### config.mk
export PLATFORM = sky130hd
export DESIGN_NAME = rfp_ctrl
export DESIGN_NICKNAME = d
export VERILOG_FILES = /design/src/rfp_pkg.sv /design/src/rfp_shape_if.sv /design/src/rfp_ctrl.sv /design/src/rfp_power_shaper.sv
export VERILOG_INCLUDE_DIRS = /design/src
export SDC_FILE = /design/constraint.sdc
export NUM_CORES = 1
export LEC_CHECK = 0
export BUFFER_PORTS_ARGS = -buffer_cell sky130_fd_sc_hd__buf_4
export CAP_MARGIN = 10
export CORE_MARGIN = 2
export CORE_UTILIZATION = 35
export CTS_CLUSTER_DIAMETER = 100
export DETAILED_ROUTE_END_ITERATION = 7
export PLACE_DENSITY = 0.51
export SYNTH_ARGS = -nofsm -noshare
export SYNTH_HDL_FRONTEND = slang
export SYNTH_SLANG_ARGS = --single-unit
export TNS_END_PERCENT = 30
### constraint.sdc
create_clock -name clock -period 9.2 [get_ports clock]
set_clock_uncertainty 0.05 [all_clocks]
set_input_delay 1.84 -clock clock [delete_from_list [all_inputs] [get_ports clock]]
set_output_delay 1.84 -clock clock [all_outputs]
set_load 0.005 [all_outputs]
### src/rfp_consts.svh
`ifndef RFP_CONSTS_SVH
`define RFP_CONSTS_SVH
// Register byte addresses
`define RFP_A_BASE_HI 8'h00
`define RFP_A_BASE_MID 8'h04
`define RFP_A_BASE_LO 8'h08
`define RFP_A_SLOT 8'h0c
`define RFP_A_MDM_HI 8'h10
`define RFP_A_MDM_LO 8'h14
`define RFP_A_SYNTH 8'h18
`define RFP_A_RXTO 8'h1c
`define RFP_A_CALCFG 8'h20
`define RFP_A_FREND 8'h24
`define RFP_A_CTRL 8'h28
`define RFP_A_STATUS 8'h2c
`define RFP_A_TABLE 8'h30
`define RFP_TABLE_SPAN 8'h20
// Reset value of every writable field
`define RFP_RST_BYTE 8'h00
// Field positions
`define RFP_EXP_HI 1
`define RFP_EXP_LO 0
`define RFP_IFW_HI 4
`define RFP_IFW_LO 0
`define RFP_EARLY_BIT 4
`define RFP_AUTOCAL_HI 5
`define RFP_AUTOCAL_LO 4
`define RFP_LIMIT_HI 2
`define RFP_LIMIT_LO 0
`define RFP_CTRL_CAL_BIT 0
`define RFP_CTRL_ASK_BIT 1
`define RFP_ST_BUSY_BIT 4
`define RFP_ST_VALID_BIT 5
// Frequency word arithmetic
`define RFP_SLOT_BASE 9'h100
`define RFP_WORD_W 27
`define RFP_FRAC_ZERO 2'h0
// Timing counts
`define RFP_ASK_SYMS 4'h8
`define RFP_CAL_CYCLES 19098
`endif

### src/rfp_pkg.sv
package rfp_pkg;
    // Automatic calibration choices, in field encoding order
    typedef enum logic [1:0] {
        RFP_CAL_NEVER, RFP_CAL_ON_START, RFP_CAL_ON_STOP, RFP_CAL_EVERY_FOURTH
    } rfp_autocal_e;
    // Calibration sequencer states
    typedef enum logic {RFP_CAL_IDLE, RFP_CAL_RUN} rfp_cal_state_e;
    typedef logic [7:0] rfp_byte_t;
endpackage

### src/rfp_shape_if.sv
interface rfp_shape_if;
    logic tick;
    logic tx_active;
    logic tx_bit;
    logic ask_mode;
    logic [2:0] limit;
    logic [2:0] index;
    modport ctrl (output tick, output tx_active, output tx_bit, output ask_mode,
                  output limit, input index);
    modport shaper (input tick, input tx_active, input tx_bit, input ask_mode,
                    input limit, output index);
endinterface

### src/rfp_ctrl.sv
`include "rfp_consts.svh"

// Function
// - Exit RX if first carrier sample low
// - ASK/OOK: no carrier valid after eight symbols
// - No-carrier or sync timeout exits go idle
// - Spacing given as mantissa and exponent
// - Base word: 24 bits in three bytes
// - 8-bit channel index scales spacing offset
// - Word = base + carrier_slot_index*(256+m)*2^(e-2)
// - IF equals reference/1024 times IF field
// - Auto calibrate on turn-on or auto turn-off
// - Calibrate strobe in idle starts calibration
// - Calibration result kept through sleep modes
// - Eight power entries, 3-bit index limit
// - Ramping walks entries zero up to limit
// - Limit zero: no ramp, entry zero only
// - OOK zero uses entry 0, one entry 1
// - ASK counter up on one, down on zero
// - Counter saturates at limit and zero
// - Option: calibrate every fourth auto idle return
module rfp_ctrl #(
    parameter int unsigned CAL_CYCLES = `RFP_CAL_CYCLES
) (
    input wire logic clock,
    input wire logic reset_n,
    input wire logic psel,
    input wire logic penable,
    input wire logic pwrite,
    input wire logic [7:0] paddr,
    input wire logic [31:0] pwdata,
    output logic [31:0] prdata,
    output logic pready,
    output logic pslverr,
    input wire logic radio_idle,
    input wire logic synth_on,
    input wire logic auto_off,
    input wire logic rx_start,
    input wire logic rx_active,
    input wire logic cs_valid,
    input wire logic carrier_sensed,
    input wire logic rx_timeout_nosync,
    input wire logic sym_tick,
    input wire logic shape_tick,
    input wire logic tx_active,
    input wire logic tx_bit,
    output logic [`RFP_WORD_W-1:0] synth_word,
    output logic [4:0] if_word,
    output logic cal_start,
    output logic cal_busy,
    output logic cal_valid,
    output logic rx_exit_to_idle,
    output logic [7:0] pa_level
);
    // ****************************************
    // Register bus
    // ****************************************
    rfp_pkg::rfp_byte_t base_word_high_q, base_word_mid_q, base_word_low_q;
    rfp_pkg::rfp_byte_t carrier_slot_register_q;
    rfp_pkg::rfp_byte_t modem_config_high_q, modem_config_low_q;
    rfp_pkg::rfp_byte_t synth_control_reg_q, rx_timeout_config_q;
    rfp_pkg::rfp_byte_t calibration_config_q, front_end_config_q;
    rfp_pkg::rfp_byte_t pa_table_q [8];
    logic ask_mode_q;
    logic calibrate_strobe_q;
    logic [31:0] prdata_q;
    logic pslverr_q;
    logic wr_en;
    logic rd_setup;
    logic [7:0] toff;
    logic in_table;
    logic [31:0] rdata_d;
    logic err_d;
    rfp_pkg::rfp_cal_state_e cal_state_q;
    logic [2:0] shape_index;

    assign wr_en = psel && penable && pwrite;
    assign rd_setup = psel && !penable;
    assign toff = paddr - `RFP_A_TABLE;
    assign in_table = (toff < `RFP_TABLE_SPAN) && (toff[1:0] == 2'h0);

    // Zero wait states; read data is caught in the setup cycle
    assign pready = 1'b1;
    assign prdata = prdata_q;
    assign pslverr = pslverr_q;

    // Configuration bytes, written in the access cycle only
    always_ff @(posedge clock or negedge reset_n) begin
        if (!reset_n) begin
            base_word_high_q <= `RFP_RST_BYTE;
            base_word_mid_q <= `RFP_RST_BYTE;
            base_word_low_q <= `RFP_RST_BYTE;
            carrier_slot_register_q <= `RFP_RST_BYTE;
            modem_config_high_q <= `RFP_RST_BYTE;
            modem_config_low_q <= `RFP_RST_BYTE;
            synth_control_reg_q <= `RFP_RST_BYTE;
            rx_timeout_config_q <= `RFP_RST_BYTE;
            calibration_config_q <= `RFP_RST_BYTE;
            front_end_config_q <= `RFP_RST_BYTE;
            ask_mode_q <= 1'b0;
        end else if (wr_en) begin
            case (paddr)
                `RFP_A_BASE_HI: base_word_high_q <= pwdata[7:0];
                `RFP_A_BASE_MID: base_word_mid_q <= pwdata[7:0];
                `RFP_A_BASE_LO: base_word_low_q <= pwdata[7:0];
                `RFP_A_SLOT: carrier_slot_register_q <= pwdata[7:0];
                `RFP_A_MDM_HI: modem_config_high_q <= pwdata[7:0];
                `RFP_A_MDM_LO: modem_config_low_q <= pwdata[7:0];
                `RFP_A_SYNTH: synth_control_reg_q <= pwdata[7:0];
                `RFP_A_RXTO: rx_timeout_config_q <= pwdata[7:0];
                `RFP_A_CALCFG: calibration_config_q <= pwdata[7:0];
                `RFP_A_FREND: front_end_config_q <= pwdata[7:0];
                `RFP_A_CTRL: ask_mode_q <= pwdata[`RFP_CTRL_ASK_BIT];
                default: ;
            endcase
        end
    end

    // Power table, one byte per entry
    for (genvar i = 0; i < 8; i++) begin : g_table
        always_ff @(posedge clock or negedge reset_n) begin
            if (!reset_n) begin
                pa_table_q[i] <= `RFP_RST_BYTE;
            end else if (wr_en && in_table && toff[4:2] == 3'(i)) begin
                pa_table_q[i] <= pwdata[7:0];
            end
        end
    end

    // Calibrate strobe is a write-one pulse; it reads back as zero
    always_ff @(posedge clock or negedge reset_n) begin
        if (!reset_n) begin
            calibrate_strobe_q <= 1'b0;
        end else begin
            calibrate_strobe_q <= wr_en && paddr == `RFP_A_CTRL
                                  && pwdata[`RFP_CTRL_CAL_BIT];
        end
    end

    // Read decode; an unmapped address answers zero with an error
    always_comb begin
        rdata_d = 32'h0;
        err_d = 1'b0;
        case (paddr)
            `RFP_A_BASE_HI: rdata_d[7:0] = base_word_high_q;
            `RFP_A_BASE_MID: rdata_d[7:0] = base_word_mid_q;
            `RFP_A_BASE_LO: rdata_d[7:0] = base_word_low_q;
            `RFP_A_SLOT: rdata_d[7:0] = carrier_slot_register_q;
            `RFP_A_MDM_HI: rdata_d[7:0] = modem_config_high_q;
            `RFP_A_MDM_LO: rdata_d[7:0] = modem_config_low_q;
            `RFP_A_SYNTH: rdata_d[7:0] = synth_control_reg_q;
            `RFP_A_RXTO: rdata_d[7:0] = rx_timeout_config_q;
            `RFP_A_CALCFG: rdata_d[7:0] = calibration_config_q;
            `RFP_A_FREND: rdata_d[7:0] = front_end_config_q;
            `RFP_A_CTRL: rdata_d[`RFP_CTRL_ASK_BIT] = ask_mode_q;
            `RFP_A_STATUS: begin
                rdata_d[2:0] = shape_index;
                rdata_d[`RFP_ST_BUSY_BIT] = cal_busy;
                rdata_d[`RFP_ST_VALID_BIT] = cal_valid;
            end
            default: begin
                if (in_table) begin
                    rdata_d[7:0] = pa_table_q[toff[4:2]];
                end else begin
                    err_d = 1'b1;
                end
            end
        endcase
    end

    // Answer registers, loaded in the setup cycle
    always_ff @(posedge clock or negedge reset_n) begin
        if (!reset_n) begin
            prdata_q <= 32'h0;
            pslverr_q <= 1'b0;
        end else if (rd_setup) begin
            prdata_q <= pwrite ? 32'h0 : rdata_d;
            pslverr_q <= err_d;
        end
    end

    // ****************************************
    // Frequency words
    // ****************************************
    logic [8:0] spacing;
    logic [16:0] slot_prod;
    logic [`RFP_WORD_W-1:0] word_calc;
    logic [`RFP_WORD_W-1:0] synth_word_q;
    logic [1:0] spacing_exponent;

    // Two fraction bits keep the exponent-minus-two scaling exact
    assign spacing_exponent = modem_config_high_q[`RFP_EXP_HI:`RFP_EXP_LO];
    assign spacing = `RFP_SLOT_BASE + {1'b0, modem_config_low_q};
    assign slot_prod = 17'(carrier_slot_register_q) * 17'(spacing);
    assign word_calc = `RFP_WORD_W'({base_word_high_q, base_word_mid_q,
                       base_word_low_q, `RFP_FRAC_ZERO})
                       + (`RFP_WORD_W'(slot_prod) << spacing_exponent);

    // Held between turn-ons so late register writes cannot pull the synth
    always_ff @(posedge clock or negedge reset_n) begin
        if (!reset_n) begin
            synth_word_q <= `RFP_WORD_W'(0);
        end else if (synth_on) begin
            synth_word_q <= word_calc;
        end
    end

    assign synth_word = synth_word_q;
    assign if_word = synth_control_reg_q[`RFP_IFW_HI:`RFP_IFW_LO];

    // ****************************************
    // Calibration
    // ****************************************
    rfp_pkg::rfp_autocal_e auto_calibration_select;
    logic [1:0] auto_off_cnt_q;
    logic cal_req;
    logic [14:0] cal_cnt_q;
    logic cal_start_q;
    logic cal_valid_q;

    assign auto_calibration_select = rfp_pkg::rfp_autocal_e'(
        calibration_config_q[`RFP_AUTOCAL_HI:`RFP_AUTOCAL_LO]);

    // Requests from the strobe and the automatic options
    always_comb begin
        cal_req = calibrate_strobe_q && radio_idle;
        case (auto_calibration_select)
            rfp_pkg::RFP_CAL_ON_START: cal_req = cal_req || synth_on;
            rfp_pkg::RFP_CAL_ON_STOP: cal_req = cal_req || auto_off;
            rfp_pkg::RFP_CAL_EVERY_FOURTH: cal_req = cal_req
                || (auto_off && auto_off_cnt_q == 2'h3);
            default: ;
        endcase
    end

    // Counts automatic returns to idle in every-fourth mode only; wraps every fourth
    always_ff @(posedge clock or negedge reset_n) begin
        if (!reset_n) begin
            auto_off_cnt_q <= 2'h0;
        end else if (auto_off
                     && auto_calibration_select == rfp_pkg::RFP_CAL_EVERY_FOURTH) begin
            auto_off_cnt_q <= auto_off_cnt_q + 2'h1;
        end
    end

    // Sequencer; a request during a run is dropped, not queued
    always_ff @(posedge clock or negedge reset_n) begin
        if (!reset_n) begin
            cal_state_q <= rfp_pkg::RFP_CAL_IDLE;
            cal_cnt_q <= 15'h0;
            cal_start_q <= 1'b0;
        end else begin
            cal_start_q <= 1'b0;
            case (cal_state_q)
                rfp_pkg::RFP_CAL_IDLE: begin
                    if (cal_req) begin
                        cal_state_q <= rfp_pkg::RFP_CAL_RUN;
                        cal_cnt_q <= 15'(CAL_CYCLES - 1);
                        cal_start_q <= 1'b1;
                    end
                end
                rfp_pkg::RFP_CAL_RUN: begin
                    if (cal_cnt_q == 15'h0) begin
                        cal_state_q <= rfp_pkg::RFP_CAL_IDLE;
                    end else begin
                        cal_cnt_q <= cal_cnt_q - 15'h1;
                    end
                end
                default: cal_state_q <= rfp_pkg::RFP_CAL_IDLE;
            endcase
        end
    end

    // Result validity survives sleep; only reset clears it
    always_ff @(posedge clock or negedge reset_n) begin
        if (!reset_n) begin
            cal_valid_q <= 1'b0;
        end else if (cal_state_q == rfp_pkg::RFP_CAL_RUN && cal_cnt_q == 15'h0) begin
            cal_valid_q <= 1'b1;
        end
    end

    assign cal_start = cal_start_q;
    assign cal_busy = cal_state_q == rfp_pkg::RFP_CAL_RUN;
    assign cal_valid = cal_valid_q;

    // ****************************************
    // Early receive exit
    // ****************************************
    logic [3:0] sym_cnt_q;
    logic first_done_q;
    logic no_carrier_ok;
    logic early_exit;
    logic go_idle_q;

    assign no_carrier_ok = !ask_mode_q || sym_cnt_q == `RFP_ASK_SYMS;
    assign early_exit = rx_timeout_config_q[`RFP_EARLY_BIT] && rx_active && cs_valid
                        && !first_done_q && !carrier_sensed && no_carrier_ok
                        && !rx_start;

    // Symbol periods since receive began, saturating
    always_ff @(posedge clock or negedge reset_n) begin
        if (!reset_n) begin
            sym_cnt_q <= 4'h0;
        end else if (rx_start) begin
            sym_cnt_q <= 4'h0;
        end else if (sym_tick && sym_cnt_q != `RFP_ASK_SYMS) begin
            sym_cnt_q <= sym_cnt_q + 4'h1;
        end
    end

    // Only the first sample that counts as valid decides
    always_ff @(posedge clock or negedge reset_n) begin
        if (!reset_n) begin
            first_done_q <= 1'b0;
        end else if (rx_start) begin
            first_done_q <= 1'b0;
        end else if (rx_active && cs_valid && (carrier_sensed || no_carrier_ok)) begin
            first_done_q <= 1'b1;
        end
    end

    // Both causes force idle, whatever the after-receive setting
    always_ff @(posedge clock or negedge reset_n) begin
        if (!reset_n) begin
            go_idle_q <= 1'b0;
        end else begin
            go_idle_q <= early_exit || rx_timeout_nosync;
        end
    end

    assign rx_exit_to_idle = go_idle_q;

    // ****************************************
    // Output power
    // ****************************************
    rfp_shape_if shape_bus ();
    logic [7:0] pa_level_q;

    assign shape_bus.tick = shape_tick;
    assign shape_bus.tx_active = tx_active;
    assign shape_bus.tx_bit = tx_bit;
    assign shape_bus.ask_mode = ask_mode_q;
    assign shape_bus.limit = front_end_config_q[`RFP_LIMIT_HI:`RFP_LIMIT_LO];
    assign shape_index = shape_bus.index;

    rfp_power_shaper u_shaper (
        .clock(clock),
        .reset_n(reset_n),
        .sh(shape_bus.shaper)
    );

    // OOK with limit one maps a zero to entry 0 and a one to entry 1
    always_ff @(posedge clock or negedge reset_n) begin
        if (!reset_n) begin
            pa_level_q <= `RFP_RST_BYTE;
        end else begin
            pa_level_q <= pa_table_q[shape_index];
        end
    end

    assign pa_level = pa_level_q;
endmodule // rfp_ctrl

### src/rfp_power_shaper.sv
`include "rfp_consts.svh"

module rfp_power_shaper (
    input wire logic clock,
    input wire logic reset_n,
    rfp_shape_if.shaper sh
);
    logic [2:0] index_q;
    logic step_up;

    // ASK follows the data bit, other formats follow the packet envelope
    assign step_up = sh.ask_mode ? sh.tx_bit : sh.tx_active;

    // Shaping counter, clamped at once if the limit is lowered
    always_ff @(posedge clock or negedge reset_n) begin
        if (!reset_n) begin
            index_q <= 3'h0;
        end else if (index_q > sh.limit) begin
            index_q <= sh.limit;
        end else if (sh.tick) begin
            if (step_up && index_q != sh.limit) begin
                index_q <= index_q + 3'h1;
            end else if (!step_up && index_q != 3'h0) begin
                index_q <= index_q - 3'h1;
            end
        end
    end

    assign sh.index = index_q;
endmodule // rfp_power_shaper

## After elaboration in Yosys (flattened, before gate mapping)

Index checks and enable logic that the tools add are counted.
W data, S select, Z words.

| operators by class | value |
|---|---|
| bitwise gates (word level) | 3 |
| $lt $le $gt $ge | 4 |
| $mul | 1 |
| reduce and logical (&&, ||, !) cells | 66 |
| equal/unequal tests | 27 |
| shift operators | 1 |
| add/subtract/negate cells | 8 |
| muxes and demuxes | 33 |

Operators by type and width:

| operator | count |
|---|---|
| $bmux W8 S3 | 2 |
| $mux W8 | 6 |
| $pmux W1 S12 | 3 |
| $eq A8 B5 Y1 const B | 4 |
| $eq A8 B6 Y1 const B | 4 |
| $logic_and A1 B1 Y1 | 30 |
| $mux W15 | 2 |
| $pmux W15 S2 | 1 |
| $add A26 B27 Y27 | 1 |
| $shl A17 B2 Y27 | 1 |
| $reduce_and A2 Y1 | 13 |
| $pmux W2 S12 | 1 |
| $pmux W2 S11 | 1 |
| $mul A8 B9 Y17 | 1 |
| $eq A8 B4 Y1 const B | 2 |
| $logic_not A15 Y1 | 1 |
| $sub A15 B1 Y15 const B | 1 |
| $eq A3 B3 Y1 const B | 4 |
| $mux W3 | 4 |
| $reduce_or A12 Y1 | 1 |
| $pmux W1 S11 | 1 |
| $add A9 B8 Y9 const A | 1 |
| $eq A8 B3 Y1 const B | 1 |
| $ge A4 B4 Y1 const B | 2 |
| other kinds (29) | 55 |

| word-level totals | value |
|---|---|
| output and inout bits | 78 |
| bits of input ports | 57 |
| register bits | 243 |
| word-level logic and storage cells | 176 |

## Longest topological paths before layout

| depth | value |
|---|---|
| depth after elaboration | 8 |
| depth in mapped cells | 27 |
| mapped depth without buffers | 25 |

## By module

From an unflattened synthesis, not the netlist that was laid out.

| unflattened totals | value |
|---|---|
| cell total of the unflattened synthesis | 1361 |
| area total of the unflattened synthesis | 14742.9 µm² |

By module, submodules not included:

| module | times used | area each (µm²) | cells an instance |
|---|---|---|---|
| rfp_ctrl | 1 | 14431.3 | 1328 |
| rfp_power_shaper | 1 | 311.5 | 33 |

## Worst setup path before layout

No wires, ideal clock.

| path | value |
|---|---|
| path type | flip-flop to flip-flop |
| from | register modem_config_low_q[0] |
| to | register synth_word_q[23], in the netlist synth_word[23] |
| setup slack | 2.784 ns |
| setup time | 0.124 ns |
| clock period less this slack | 6.416 ns |
| arrival | 6.242 ns |
| cell stages (with the launch flop) | 23 |
| path through | dfrtp_1 -> clkbuf_1 -> nand2_1 -> fa_1 -> fa_1 -> inv_1 -> fa_1 -> inv_1 -> fa_1 -> inv_1 -> ha_1 -> o21ai_0 -> o21bai_1 -> a2111oi_0 -> o31ai_1 -> xor2_1 -> mux4_2 -> ha_1 -> a221oi_1 -> or3_1 -> o21ai_0 -> mux2i_1 -> a211o_1 |

| on the way | value |
|---|---|
| longest elaborated chain between the ends | 4 |

RTL lines:

| element | line | RTL |
|---|---|---|
| from (decl) | rfp_ctrl.sv:60 | `rfp_pkg::rfp_byte_t modem_config_high_q, modem_config_low_q;` |
| from (signal assigned) | rfp_ctrl.sv:95 | `` modem_config_low_q <= `RFP_RST_BYTE; `` |
| from (signal assigned) | rfp_ctrl.sv:108 | `` `RFP_A_MDM_LO: modem_config_low_q <= pwdata[7:0]; `` |
| $add A9 B8 Y9 (no source line) | - |  |
| $mul A8 B9 Y17 | rfp_ctrl.sv:194 | `assign slot_prod = 17'(carrier_slot_register_q) * 17'(spacing);` |
| $shl A17 B2 Y27 (no source line) | - |  |
| $add A26 B27 Y27 (no source line) | - |  |
| to (signal assigned) | rfp_ctrl.sv:202 | `` synth_word_q <= `RFP_WORD_W'(0); `` |
| to (signal assigned) | rfp_ctrl.sv:204 | `synth_word_q <= word_calc;` |
| to (decl) | rfp_ctrl.sv:188 | `` logic [`RFP_WORD_W-1:0] synth_word_q; `` |

No other way between the ends.
A chain may end at the register's enable or synchronous reset.

## Final worst setup path

| path | value |
|---|---|
| from | register carrier_slot_register_q[6] |
| to | register synth_word_q[20], in the netlist synth_word[20] |

| on the way | value |
|---|---|
| longest elaborated chain between the ends | 3 |

RTL lines:

| element | line | RTL |
|---|---|---|
| from (decl) | rfp_ctrl.sv:59 | `rfp_pkg::rfp_byte_t carrier_slot_register_q;` |
| from (signal assigned) | rfp_ctrl.sv:93 | `` carrier_slot_register_q <= `RFP_RST_BYTE; `` |
| from (signal assigned) | rfp_ctrl.sv:106 | `` `RFP_A_SLOT: carrier_slot_register_q <= pwdata[7:0]; `` |
| $mul A8 B9 Y17 | rfp_ctrl.sv:194 |  |
| $shl A17 B2 Y27 (no source line) | - |  |
| $add A26 B27 Y27 (no source line) | - |  |

No other way between the ends.

==> impl_metrics.tcl <==
set metrics [dict create \
    worst_pin_slew_ns 1.16 \
    grt_usage_pct 18.0 \
    drc_errors 0 \
    worstSetupEndpoint "synth_word[20]$_DFFE_PN0P_" \
    comb_power_share_pct 11.4 \
    diodes 0 \
    p_sw_share_pct 26.2 \
    root_buffer "clkbuf_16" \
    initial_utilization_pct 35.6 \
    grt_setup_unrepaired "no" \
    hpwlAfterDp_mm 26.1 \
    largest-register "pa_table_q" \
    drive_gt1_share_pct 25.6 \
    slew_headroom_pct 22.5 \
    placedInstanceArea_um2 15300 \
    muxShareOfSynthArea_pct 21.9 \
    synthesis.instances 1274 \
    grt_pass1_vias 10100 \
    clock_latency_ns 0.54 \
    power_density_nw_per_um2 143 \
    critPathKind "flip-flop to flip-flop" \
    synth_edf_count 0 \
    post-place-ws_ns 1.91 \
    grt-ovfl-total 0 \
    synth-main-ff-cell "dfrtp_1" \
    p_seq_share_pct 45.8 \
    cts_tree "built" \
    cp.required_ns 9.56 \
    place.port_buffers 85 \
    max-cap-violations 0 \
    max_freq_mhz 137 \
    dr.pass1.iters 8 \
    ant_nets 0 \
    synth_fa_ha_area_share_pct 12.1 \
    clkSlewWorstSetupHoldPaths_ns 0.06 \
    holdWs_ns 0.423 \
    grt_pass1_wl_mm 59.3 \
    fin_crit_ns 7.30 \
    post-route-period-util_pct 79.4 \
    clockBufferDepth 3 \
    cp_max_fo 11 \
    internal-power_mw 1.69 \
    timing.rr.start "carrier_slot_register_q[6]$_DFFE_PN0P_" \
    synthToLayoutAreaGrowth_pct 12.5 \
    num_rows 73 \
    hold_buffers 0 \
    r2r_setup_slack_ns 1.90 \
    p_leak_nw 7.72 \
    largest_reg_flops 64 \
    avgViaCountPerCell 5.29 \
    drt-total-wl_mm 37.3 \
    cp-end-kind "flip-flop" \
    drv_slew 0 \
    numClockSinks 219 \
    cts_buffers 24 \
    rr_worst_depth 24 \
    layout_common_cells "dfrtp_1, mux2_2, inv_1, buf_4, nand2_1" \
    die_y_um 206 \
    post_cts.repair.setup_buffers 0 \
    die_x_um 206 \
    start_kind "flip-flop" \
    drtIter0Drc 565 \
    grt_max_degree 92 \
    synth_cell_types 68 \
    r2r_end "synth_word[20]$_DFFE_PN0P_" \
    synth_top_cell_area_share_pct 38.4 \
    final_common_cell "dfrtp_1" \
    fp.coreArea_um2 40000 \
    htree_levels 1 \
    syn_area_um2 14300 \
    ys_ff_latch 219 \
    synth_compound_area_share_pct 9.91 \
    pin_count 135 \
    final_hold_viol_count 0 \
    fin_total_pwr_mw 2.29 \
    yosys.area_share.xor_xnor_pct 2.40 \
    min_path_type "flip-flop to flip-flop" \
    seq_area_frac_synth_pct 38.4 \
    worst_slack_ns 1.90 \
    status "completed" \
    synth_top_family_by_area "multiplexers" \
    hold_depth 1 \
    synth_area_per_cell_um2 11.2 \
    num_vias 9880 \
    crit_start "carrier_slot_register_q[6]$_DFFE_PN0P_" \
    ir_drop_uv 102 \
    switching_power_mw 0.600 \
    ys_top_cells_by_area "dfrtp_1, mux2_2, fa_1" \
    yosys.area_share.simple_pct 9.76 \
    p_clk_share_pct 42.8 \
    final_area_um2 16000 \
    cts_resized 0 \
    critPathArrivalTime_ns 7.66 \
    synth_warnings 0 \
    antenna_found_initial 2 \
    synth_top_area_cell "dfrtp_1" \
    wl_per_cell_um 20.0 \
    die-area_um2 42400 \
    final_nets 1499 \
    tns_ns 0 \
    synthArstFlopShare_pct 100 \
    gp_routability_congestion 0.871 \
    finalSetupViolations 0 \
]
[synthesized netlist by cell type (8+ instances only)]
library cell / number
a211oi_1: 10
a21oi_1: 56
clkbuf_1: 40
fa_1: 44
a31oi_1: 9
o31ai_1: 8
nor3_1: 15
buf_1: 9
o21ai_0: 47
and2_1: 57
a21o_1: 11
a22o_1: 14
inv_1: 89
nor2b_1: 8
nand3_1: 21
nor2_1: 54
xor2_1: 12
mux4_2: 39
xnor2_1: 27
mux2_2: 168
mux2i_1: 35
dfrtp_1: 219
a22oi_1: 13
nand2_1: 70
buf_4: 30
ha_1: 68
[how the worst min path moves through the flow]
| stage | endpoint | slack (ns) | startpoint |
|---|---|---|---|
| final | cal_cnt_q[11]$_DFFE_PN0P_ | 0.42 | cal_cnt_q[11]$_DFFE_PN0P_ |
| after detailed placement | cal_cnt_q[11]$_DFFE_PN0P_ | 0.41 | cal_cnt_q[11]$_DFFE_PN0P_ |
| after global routing | cal_cnt_q[11]$_DFFE_PN0P_ | 0.45 | cal_cnt_q[11]$_DFFE_PN0P_ |
| after CTS | cal_cnt_q[11]$_DFFE_PN0P_ | 0.42 | cal_cnt_q[11]$_DFFE_PN0P_ |
| after global placement | cal_cnt_q[11]$_DFFE_PN0P_ | 0.41 | cal_cnt_q[11]$_DFFE_PN0P_ |
| after floorplan | cal_cnt_q[11]$_DFFE_PN0P_ | 0.39 | cal_cnt_q[11]$_DFFE_PN0P_ |
[power groups by stage]
stage          sequential [mW]  combinational (mW)  clock [mW]
6_report                  1.05               0.260       0.981
3_5_place_dp              1.07               0.265           0
2_1_floorplan             1.03               0.198           0
3_3_place_gp              1.07               0.261           0
4_1_cts                   1.05               0.266        1.00
5_1_grt                   1.05               0.286        1.05
[routing by layer]
| layer | track usage [%] | part of all wire (%) | wire (µm) | vias to the layer above |
|---|---|---|---|---|
| met3 | 2.92 | 4.3 | 1590 | 53 |
| li1 | - | - | - | 4614 |
| met5 | 0 | 0.038 | 14 | - |
| met2 | 29.1 | 46 | 17200 | 223 |
| met4 | 3.85 | 2.1 | 769 | 2 |
| met1 | 25.5 | 48 | 17800 | 4988 |
[worst max-delay path, cell delays in order, from the launching register on]
cell and delay (ns):
dfrtp_1 0.68, nand2_1 0.15, fa_1 0.51, fa_1 0.55, inv_1 0.06, fa_1 0.53, inv_1 0.05, fa_1 0.53
inv_1 0.04, ha_1 0.35, o21ai_0 0.11, o21bai_1 0.13, a2111oi_0 0.56, nor2_1 0.13, xor2_1 0.19, mux2i_1 0.23
mux2i_1 0.14, ha_1 0.42, and4_1 0.27, o2111a_1 0.18, o21a_1 0.16, o21ai_0 0.16, o31ai_1 0.58, xnor2_1 0.13
mux2_2 0.28
[cell families (layout without fill, tap and decap cells)]
logic type	after synthesis	after routing
XOR/XNOR	39	39
buffers and inverters	175	222
adder cells (fa/ha/maj)	112	112
flip-flops	219	219
other	2	25
AO/OA/AOI/OAI	215	215
multiplexers	242	242
AND/OR/NAND/NOR	270	270
[area by class of cell]
type	instances	area, µm²
inverter	92	345
sequential	219	5480
tap	525	657
clock buffer	34	698
clock inverter	6	91.3
fill	3911	24000
multi-input combinational	903	8090
timing repair buffer	90	683
[per-stage QoR]
stage / utilization [%] / std cells
3_3_place_gp: 38.1 / 1829
2_1_floorplan: - / 1297
5_1_grt: 40.1 / 1869
6_report: 40.1 / 1869
4_1_cts: 40.1 / 1869
3_5_place_dp: 38.1 / 1829
No activity file was read; power rests on OpenSTA's default activity.
